<file path="config.mk">
export PLATFORM = sky130hd
export DESIGN_NAME = pcs_clock_ctrl
export DESIGN_NICKNAME = d
export VERILOG_FILES = /design/src/pcs_pkg.sv /design/src/pcs_clock_ctrl.sv /design/src/pcs_lp_divider.sv
export VERILOG_INCLUDE_DIRS = /design/src /design/src/src
export SDC_FILE = /design/constraint.sdc
export NUM_CORES = 1
export LEC_CHECK = 0
export BUFFER_PORTS_ARGS = -buffer_cell sky130_fd_sc_hd__buf_2
export CORE_MARGIN = 1.5
export CORE_UTILIZATION = 30
export DETAILED_ROUTE_END_ITERATION = 6
export GPL_TIMING_DRIVEN = 0
export PLACE_DENSITY = 0.58
export SLEW_MARGIN = 20
export SYNTH_ARGS = -nofsm -noshare
export SYNTH_HDL_FRONTEND = slang
export SYNTH_SLANG_ARGS = --single-unit
</file>
<file path="constraint.sdc">
create_clock -name mclk -period 3.1 [get_ports mclk]
set_input_delay 0.62 -clock mclk [delete_from_list [all_inputs] [get_ports mclk]]
set_output_delay 0.62 -clock mclk [all_outputs]
set_load 0.03 [all_outputs]
</file>
<file path="src/pcs_defines.svh">
`ifndef PCS_DEFINES_SVH
`define PCS_DEFINES_SVH

`define PCS_PLCR_OFS      8'hF8
`define PCS_OMCR_OFS      8'hFA
`define PCS_WP_BIT        15
`define PCS_DRV_HI        14
`define PCS_DRV_LO        13
`define PCS_LOOP_EN_BIT   12
`define PCS_FAC_HI        11
`define PCS_FAC_W         12
`define PCS_DIV_W         4
`define PCS_OMCR_WP_BIT   7
`define PCS_FAC_RST_OFF   12'h000
`define PCS_FAC_RST_X4    12'h003
`define PCS_FAC_RST_X401  12'h190
`define PCS_DIV_RST       4'h0
`define PCS_DRV_RST       2'h0
`define PCS_DRV_OFF       2'h3
`define PCS_MCLK_PERIOD_NS 50
`define PCS_REF_PERIOD_NS 50
`define PCS_RELOCK_REF_PERIODS 2500
`define PCS_RELOCK_NS     (`PCS_RELOCK_REF_PERIODS * `PCS_REF_PERIOD_NS)
`define PCS_RELOCK_CYCLES (`PCS_RELOCK_NS / `PCS_MCLK_PERIOD_NS)

`endif

</file>
<file path="src/pcs_pkg.sv">
package pcs_pkg;
  typedef enum logic [1:0] {
    LK_OFF,
    LK_ACQ,
    LK_RUN
  } pcs_lock_t;
endpackage : pcs_pkg

</file>
<file path="src/pcs_clock_ctrl.sv">
// Contract
// - straps are sampled only while reset is held, ignored afterwards.
// - strap pair sets defaults: supply low bypasses loop; 10 gives x4, 11 gives x401.
// - loop enable comes only from reset straps, software cannot enable it.
// - reference multiplied by a 12-bit software factor, 1 through 4096.
// - changing the factor drops lock, clocks stop until relock within 2500 periods.
// - system clock passes the low-power divider; baud clock bypasses it.
// - non-zero divide means slow-go; divide changes act at once, lock kept.
// - divider only applies with loop active; else reference undivided.
// - divider resets to divide-by-one.
// - operation mode register has a write lock bit blocking later writes.
// - control register 16 bits at 0F8: lock, drive mode, enable, factor.
// - on 8-bit bus low byte first; high byte write applies settings.
// - while control write lock is set all writes to it are blocked.
// - reset loads enable, factor bits 8,7,4 and 1,0 from the straps.
// - multiplier equals field plus one.
// - drive mode 00 full, 01 two-thirds, 10 one-third, 11 off held high.
// - write lock resets to zero; the setting write itself completes.
// - software cannot clear loop enable; only the supply strap low at reset.
`timescale 1ns/1ps
`include "pcs_defines.svh"
module pcs_clock_ctrl (
  input  wire logic              mclk,
  input  wire logic              nrst,
  input  wire logic              loop_supply_strap,
  input  wire logic              boot_freq_select_pin,
  input  wire logic              bus_width_strap,
  input  wire logic              bus_sel,
  input  wire logic              bus_we,
  input  wire logic [7:0]        bus_addr,
  input  wire logic              bus_ub,
  input  wire logic              bus_lb,
  input  wire logic [15:0]       bus_wdata,
  output logic      [15:0]       bus_rdata_r,
  output logic                   sys_clk_en_r,
  output logic                   baud_clk_en_r,
  output logic                   pll_locked_r,
  output logic      [11:0]       multiply_factor_r,
  output logic      [1:0]        clock_out_drive_mode_r,
  output logic                   clock_out_hold_high_r,
  output pcs_pkg::pcs_lock_t     lock_state_r
);
  import pcs_pkg::*;

  localparam int RELOCK = `PCS_RELOCK_CYCLES;

  logic                 wp_r, wp_nxt;
  logic [1:0]           drv_nxt;
  logic                 loop_en_r;
  logic [11:0]          fac_nxt;
  logic [7:0]           stage_r, stage_nxt;
  logic                 bus8_r;
  logic                 omcr_wp_r, omcr_wp_nxt;
  logic [3:0]           div_r, div_nxt;
  pcs_lock_t            st_nxt;
  logic [11:0]          cnt_r, cnt_nxt;
  logic [15:0]          rdata_nxt;
  logic                 wr_pl, wr_om, commit, fac_change, tick;
  logic [15:0]          cand;

  always_comb begin
    wr_pl = bus_sel && bus_we && (bus_addr == `PCS_PLCR_OFS);
    wr_om = bus_sel && bus_we && (bus_addr == `PCS_OMCR_OFS) && bus_ub;
    wp_nxt = wp_r;
    drv_nxt = clock_out_drive_mode_r;
    fac_nxt = multiply_factor_r;
    stage_nxt = stage_r;
    omcr_wp_nxt = omcr_wp_r;
    div_nxt = div_r;
    // 8-bit bus: low byte is only staged, the high byte commits both
    commit = 1'b0;
    cand = {wp_r, clock_out_drive_mode_r, loop_en_r, multiply_factor_r};
    if (wr_pl && !wp_r) begin
      if (bus8_r) begin
        if (bus_lb) begin
          stage_nxt = bus_wdata[7:0];
        end
        if (bus_ub) begin
          commit = 1'b1;
          cand = {bus_wdata[15:8], stage_r};
        end
      end else begin
        commit = bus_ub || bus_lb;
        if (bus_ub) begin
          cand[15:8] = bus_wdata[15:8];
        end
        if (bus_lb) begin
          cand[7:0] = bus_wdata[7:0];
        end
      end
    end
    if (commit) begin
      wp_nxt = cand[`PCS_WP_BIT];
      drv_nxt = cand[`PCS_DRV_HI:`PCS_DRV_LO];
      fac_nxt = cand[`PCS_FAC_HI:0];
    end
    // enable bit is never written from the bus
    fac_change = commit && (cand[`PCS_FAC_HI:0] != multiply_factor_r);
    if (wr_om && !omcr_wp_r) begin
      omcr_wp_nxt = bus_wdata[8 + `PCS_OMCR_WP_BIT];
      div_nxt = bus_wdata[8 +: `PCS_DIV_W];
    end
  end

  // lock model: reference is mclk, relock takes the full worst case
  always_comb begin
    st_nxt = lock_state_r;
    cnt_nxt = cnt_r;
    case (lock_state_r)
      LK_OFF: begin
        st_nxt = LK_OFF;
      end
      LK_RUN: begin
        if (fac_change) begin
          st_nxt = LK_ACQ;
          cnt_nxt = 12'(RELOCK - 1);
        end
      end
      default: begin
        if (fac_change) begin
          cnt_nxt = 12'(RELOCK - 1);
        end else if (cnt_r == '0) begin
          st_nxt = LK_RUN;
        end else begin
          cnt_nxt = cnt_r - 12'h001;
        end
      end
    endcase
  end

  pcs_lp_divider u_div (
    .mclk (mclk),
    .nrst (nrst),
    .run  (lock_state_r == LK_RUN),
    .div  (div_r),
    .tick (tick)
  );

  always_comb begin
    rdata_nxt = 16'h0000;
    if (bus_sel && !bus_we && bus_addr == `PCS_PLCR_OFS) begin
      rdata_nxt = {wp_r, clock_out_drive_mode_r, loop_en_r, multiply_factor_r};
    end else if (bus_sel && !bus_we && bus_addr == `PCS_OMCR_OFS) begin
      rdata_nxt = {omcr_wp_r, 3'h0, div_r, 8'h00};
    end
  end

  always_ff @(posedge mclk) begin
    if (!nrst) begin
      // straps land here only while reset is held
      loop_en_r <= loop_supply_strap;
      bus8_r <= !bus_width_strap;
      wp_r <= 1'b0;
      clock_out_drive_mode_r <= `PCS_DRV_RST;
      clock_out_hold_high_r <= 1'b0;
      multiply_factor_r <= !loop_supply_strap ? `PCS_FAC_RST_OFF :
                           (boot_freq_select_pin ? `PCS_FAC_RST_X401 : `PCS_FAC_RST_X4);
      stage_r <= 8'h00;
      omcr_wp_r <= 1'b0;
      div_r <= `PCS_DIV_RST;
      lock_state_r <= loop_supply_strap ? LK_ACQ : LK_OFF;
      cnt_r <= 12'(RELOCK - 1);
      bus_rdata_r <= 16'h0000;
      sys_clk_en_r <= 1'b0;
      baud_clk_en_r <= 1'b0;
      pll_locked_r <= 1'b0;
    end else begin
      wp_r <= wp_nxt;
      clock_out_drive_mode_r <= drv_nxt;
      clock_out_hold_high_r <= (drv_nxt == `PCS_DRV_OFF);
      multiply_factor_r <= fac_nxt;
      stage_r <= stage_nxt;
      omcr_wp_r <= omcr_wp_nxt;
      div_r <= div_nxt;
      lock_state_r <= st_nxt;
      cnt_r <= cnt_nxt;
      bus_rdata_r <= rdata_nxt;
      // gated from registered lock: whole pulses only
      sys_clk_en_r <= loop_en_r ? tick : 1'b1;
      baud_clk_en_r <= loop_en_r ? (lock_state_r == LK_RUN) : 1'b1;
      pll_locked_r <= (lock_state_r == LK_RUN);
    end
  end

  // helper: cycles spent acquiring
  logic [12:0] acq_len_r;
  always_ff @(posedge mclk) begin
    if (!nrst || lock_state_r != LK_ACQ || fac_change) begin
      acq_len_r <= 13'h0000;
    end else begin
      acq_len_r <= acq_len_r + 13'h0001;
    end
  end
endmodule : pcs_clock_ctrl

</file>
<file path="src/pcs_lp_divider.sv">
`timescale 1ns/1ps
`include "pcs_defines.svh"
module pcs_lp_divider (
  input  wire logic                  mclk,
  input  wire logic                  nrst,
  input  wire logic                  run,
  input  wire logic [`PCS_DIV_W-1:0] div,
  output logic                       tick
);
  logic [`PCS_DIV_W-1:0] cnt_r;
  logic [`PCS_DIV_W-1:0] cnt_nxt;

  // a new divide value takes hold at once; the count wraps as soon as it is at or above it
  always_comb begin
    tick = run && (cnt_r == '0);
    if (!run || cnt_r >= div) begin
      cnt_nxt = '0;
    end else begin
      cnt_nxt = cnt_r + 4'h1;
    end
  end

  always_ff @(posedge mclk) begin
    if (!nrst) begin
      cnt_r <= '0;
    end else begin
      cnt_r <= cnt_nxt;
    end
  end
endmodule : pcs_lp_divider

</file>
* After elaboration in Yosys (flattened, before gate mapping) *
Index checks and enable logic that the tools add are counted.

storage, ports and cells
  flip-flop bits (word level) = 68
  latch bits = 0
  memory bits (writable) = 0
  ROM bits = 0
  bits of input ports = 33
  output and inout bits = 36
  logic and storage cells = 85
  memories = 0

cells by class
  $add $sub $neg = 2
  $mul = 0
  div/mod/pow operators = 0
  $lt $le $gt $ge = 1
  equality and inequality tests = 11
  shift-type cells = 0
  muxes and demuxes = 27
  bitwise operators = 2
  reductions and logical operators = 26

operators with widths
  operator                                            number
  two-way mux 16 bit                                  4
  two-way mux 12 bit                                  5
  one-hot mux 12 bit (2 select lines)                 1
  two-way mux 9 bit                                   2
  == test 8 bit, second input constant                2
  two-way mux 8 bit                                   2
  two-way mux 15 bit                                  1
  zero test 12 bit                                    1
  != test 12 bit                                      1
  AND reduction 3 bit                                 4
  subtractor 12 x 1 -> 12 bit, second input constant  1
  logical AND 1 bit                                   11
  two-way mux 2 bit                                   5
  two-way mux 1 bit                                   6
  zero test 1 bit                                     5
  adder 4 x 1 -> 4 bit, second input constant         1
  == test 2 bit, second input constant                2
  greater-or-equal comparator 4 bit                   1
  zero test 4 bit                                     1
  != test 2 bit, second input constant                2
  != test 4 x 1 -> 1 bit, second input constant       1
  != test 4 x 2 -> 1 bit, second input constant       1
  one-hot mux 2 bit (2 select lines)                  1
  != test 3 bit, second input constant                1
  other kinds (5)                                     7

* Depth between registers and ports, before layout *
  depth after elaboration = 9
  depth in mapped cells = 9
  depth with buffers taken out = 9

* Hierarchy *
Synthesis repeated with hierarchy kept, for this count alone.

second synthesis, totals
  cells, all modules = 350
  area total of the unflattened synthesis = 3422.0 µm²

by module, submodules not included
  module          times used  cells each  area each (µm²)  sequential area each (µm²)
  pcs_clock_ctrl  1           321         3139.3           1441.4
  pcs_lp_divider  1           29          282.8            80.1

* Worst setup path before layout *
OpenSTA, ideal clock, no wires.

  path type = input -> register
  start = input port bus_addr[2]
  end = register multiply_factor_r[0], enable pin
  setup time = 398 ps
  arrival = 2480 ps
  slack = 223 ps
  stages = 5
  path buffers = 1
  path through = and4bb_2 -> and3_1 -> nand2_1 -> clkbuf_1 -> o21ai_0

on the way
  longest elaborated chain between the ends = 5

RTL lines
  element                           line                   source
  from (decl)                       pcs_clock_ctrl.sv:30   input wire logic [7:0] bus_addr,
  == test 8 bit (no line)           -
  logical AND 1 bit                 pcs_clock_ctrl.sv:62   wr_pl = bus_sel && bus_we && (bus_addr == `PCS_PLCR_OFS);
  logical AND 1 bit                 pcs_clock_ctrl.sv:73   if (wr_pl && !wp_r) begin
  two-way mux 1 bit                 pcs_clock_ctrl.sv:73
  != test 2 x 1 -> 1 bit (no line)  -
  to (signal assigned)              pcs_clock_ctrl.sv:156  multiply_factor_r <= !loop_supply_strap ? `PCS_FAC_RST_OFF :
  to (signal assigned)              pcs_clock_ctrl.sv:171  multiply_factor_r <= fac_nxt;
  to (decl)                         pcs_clock_ctrl.sv:38   output logic [11:0] multiply_factor_r,

Every way passes these cells.
A chain may end at the register's enable or synchronous reset.

* Worst setup path after layout *
  start = input port bus_addr[2]
  end = register multiply_factor_r[9], enable pin

Same word-level chain as after synthesis.

==> results.txt <==
----------------------------------------------------
[Run status]
  Result of the run ... complete, no violations

[Critical path]
  Endpoint class of the critical path ... flop
  Cell type of the slowest stage on the worst timing path ... sky130_fd_sc_hd__o21ai_2
  Critical-path maximum fanout ... 10
  Cell-by-cell listing of the critical path ... buf_2 > and4bb_2 > and3_1 > nand2_1 > clkbuf_1 > o21ai_2 > buf_6
  Class of the most critical setup path ... in -> reg
  Slack of the worst reg-to-reg path ... 570 ps
  Largest delay share family, worst path ... simple AND/OR/NAND/NOR gates
  Critical register-to-register path startpoint ... multiply_factor_r[7]
  Buffer and inverter count on the worst path ... 3
  Worst stage delay on the critical path ... 420 ps
  CP startpoint kind ... input port
  Crit path from ... bus_addr[2]
  Endpoint required time on the critical path ... 3140 ps
  Arr. time, crit path ... 2600 ps

[Final layout]
  Antenna diode count ... 0
  Multi-input gate area in the final layout ... 1810 µm²
  Leading cell types in the layout, fill and taps excluded ... sky130_fd_sc_hd__buf_2, sky130_fd_sc_hd__dfxtp_1, sky130_fd_sc_hd__nor2_1, sky130_fd_sc_hd__mux2i_1, sky130_fd_sc_hd__inv_1
  Area grow syn2layout ... 23.5%
  Most common library cell in the layout ignoring fill and taps ... sky130_fd_sc_hd__buf_2
  Fraction of final layout cells sized beyond drive strength 1 ... 23.7%
  Final-layout fill cell count ... 1134
  Net count of the finished layout ... 470
  Core utilization of the finished layout ... 38.6%
  Sequential cell area ... 1520 µm²

[Synthesis]
  Net count of the mapped netlist ... 392
  Netlist area before placement ... 3450 µm²
  Main flop type after synthesis ... sky130_fd_sc_hd__dfxtp_1
  Sequential fraction of the synthesis area ... 44.1%
  Number of distinct library cell variants in the gate-level netlist after synthesis ... 59
  Number of enable-type register cells in the synthesized netlist ... 16
  Synthesized area per cell ... 9.81 µm²
  Async set or reset register ratio after synthesis ... 0%
  Seq cells post-synth ... 68
  YS warnings ... 0
  Cell count after synthesis ... 352

[Route]
  Total wirelength of the detailed-routed design ... 8560 µm
  1st-iter DRT viols ... 105
  Via-to-Cell Ratio ... 4.95
  DRT Pass-1 Iters ... 4
  Antenna viol nets, final ... 0
  Average wire per cell in the routed design ... 14.9 µm
  Count of unresolved DRC violations after routing ... 0
  Count of vias placed by the detailed router ... 2847

[GRT]
  Number of global-route vias before repair ... 2738
  Grt ovf ... 0
  Global-route wire length before repair ... 13600 µm
  Initial antenna violation count ... 0
  Tot GR Track Use ... 15.0%
  Maximum number of pins on one net before global-route repair ... 12

[Timing]
  Hold Violations, Final ... 0
  Final critical-path required period ... 2560 ps
  Share of the clock period used by the worst path after layout ... 82.5%
  Number of max-slew violations in the final report ... 0
  Total negative setup slack ... 0 ps
  Setup violations, final ... 0
  Worst relative slew slack ... 50.6%
  Transition time at the pin with the least slew margin ... 738 ps
  FMAX ... 391 MHz
  Setup repair after global routing missed its margin ... no
  Final worst slack ... 543 ps
  Layout Skew ... 5.51 ps

[CTS]
  Number of buffers created by CTS ... 9
  Maximum root-to-sink buffer count ... 2
  Post_cts resized ... 0
  Cts hold-fix bufs ... 0
  Clock latency on the worst-skew pair ... 330 ps
  Clock root cell ... sky130_fd_sc_hd__clkbuf_16
  Num Clock Sinks ... 68
  Clock slew at the register clock pins of the worst setup and hold paths ... 50 ps
  CTS tree ... yes
  Number of setup buffers added after CTS ... 0
  Number of levels in the clock H-tree ... 3

[Floorplanning]
  Chip height ... 110 µm
  Total die area ... 12200 µm²
  # rows ... 38
  Die extent in x ... 110 µm
  Initial core utilization ... 31.3%
  Standard cell core area ... 11000 µm²
  Number of ports placed on the die boundary ... 69

[Placed design]
  GP Congestion ... 0.841
  IO Port Bufs ... 66
  Total half-perimeter wirelength after legalization and detailed placement ... 6320 µm
  Post-place setup slack ... 227 ps

[Power]
  Total power density per cell area ... 530 nW/µm²
  Pwr Total ... 2.26 mW
  Worst vdd rail ir drop ... 0.237 mV
  Sequential share of power ... 43.6%
  Combinational cell fraction of total power ... 13.6%
  Lkg Pwr ... 1.84 nW
  Net switching share of the total power ... 26.5%
  Part of the total power dissipated in the clock network ... 42.8%
  Total net switching power ... 0.599 mW
  P_int ... 1.66 mW

[Worst hold path]
  HP Class ... reg -> reg
  Startpoint of the lowest-slack hold path ... u_div.cnt_r[0]

[Run]
  Maximum capacitance violations ... 0

----------------------------------------------------
==> layer usage <==
layer	global-route usage (%)	part of all wire, %
met1	19.0	46
met2	24.0	46
met3	3.76	5.5
met4	6.59	2.1
met5	0	0
==> Yosys cell counts (8+ instances only) <==
library cell / instances / share of area (%)
sky130_fd_sc_hd__dfxtp_1: 52 / 30
sky130_fd_sc_hd__xor2_1: 8 / 2.0
sky130_fd_sc_hd__o21ai_0: 10 / 1.4
sky130_fd_sc_hd__edfxtp_1: 16 / 14
sky130_fd_sc_hd__a211oi_1: 16 / 3.5
sky130_fd_sc_hd__nor2b_1: 8 / 1.4
sky130_fd_sc_hd__xnor2_1: 12 / 3.0
sky130_fd_sc_hd__nor2_1: 39 / 4.2
sky130_fd_sc_hd__nor3_1: 10 / 1.4
sky130_fd_sc_hd__clkbuf_1: 8 / 0.87
sky130_fd_sc_hd__inv_1: 20 / 2.2
sky130_fd_sc_hd__nand2b_1: 8 / 1.4
sky130_fd_sc_hd__nand2_1: 11 / 1.2
sky130_fd_sc_hd__and2_1: 13 / 2.4
sky130_fd_sc_hd__a21oi_1: 17 / 2.5
sky130_fd_sc_hd__mux2i_1: 34 / 9.9
==> final timing paths <==
path | cells past startpoint | end
worst max-delay path | 7 | multiply_factor_r[9]
worst min-delay path | 1 | u_div.cnt_r[0]
worst max register to register | 7 | cnt_r[9]
worst min register to register | 1 | u_div.cnt_r[0]
==> cells by family (layout without fill, tap and decap cells) <==
group / after synthesis / in the layout / synth area share, %
adders and majority gates: 7 / 7 / 2.54
and+or+nand+nor: 123 / 123 / 21.1
buffers and inverters: 33 / 116 / 3.70
AOI/OAI and AO/OA: 67 / 67 / 13.7
xor gates and xnor gates: 20 / 20 / 5.07
DFF: 68 / 68 / 44.1
muxes: 34 / 34 / 9.86
==> sequential cells by signal, indices dropped and copies added (netlist names), 2 cells and up <==
name                    cells
cnt_r                      12
multiply_factor_r          12
bus_rdata_r                16
u_div.cnt_r                 4
lock_state_r                2
div_r                       4
stage_r                     8
clock_out_drive_mode_r      2
==> cell type report <==
cell class                      count  share of cell area [%]
Multi-Input combinational cell    251                    42.4
Sequential cell                    68                    35.7
Timing Repair Buffer               67                    8.02
Clock buffer                       12                    6.25
Tap cell                          140                    4.11
Inverter                           20                    1.76
Buffer                             13                    1.23
Clock inverter                      4                   0.528
==> metrics by stage <==
| stage | cells | hold slack [ps] | cell area (µm²) |
|---|---|---|---|
| 6_report | 575 | 455 | 4260 |
| 5_1_grt | 575 | 492 | 4260 |
| 4_1_cts | 575 | 463 | 4260 |
| 3_5_place_dp | 559 | 450 | 3970 |
| 3_3_place_gp | 558 | 448 | 3960 |
| 2_1_floorplan | 352 | 430 | 3450 |
==> power by group through the flow <==
stage / registers [mW] / clock network [mW] / logic [mW]
3_3_place_gp: 1.00 / 0 / 0.303
5_1_grt: 0.992 / 1.02 / 0.338
6_report: 0.986 / 0.967 / 0.308
3_5_place_dp: 1.01 / 0 / 0.308
4_1_cts: 0.986 / 0.987 / 0.310
2_1_floorplan: 1.04 / 0 / 0.164
No activity file was read; power rests on OpenSTA's default activity.
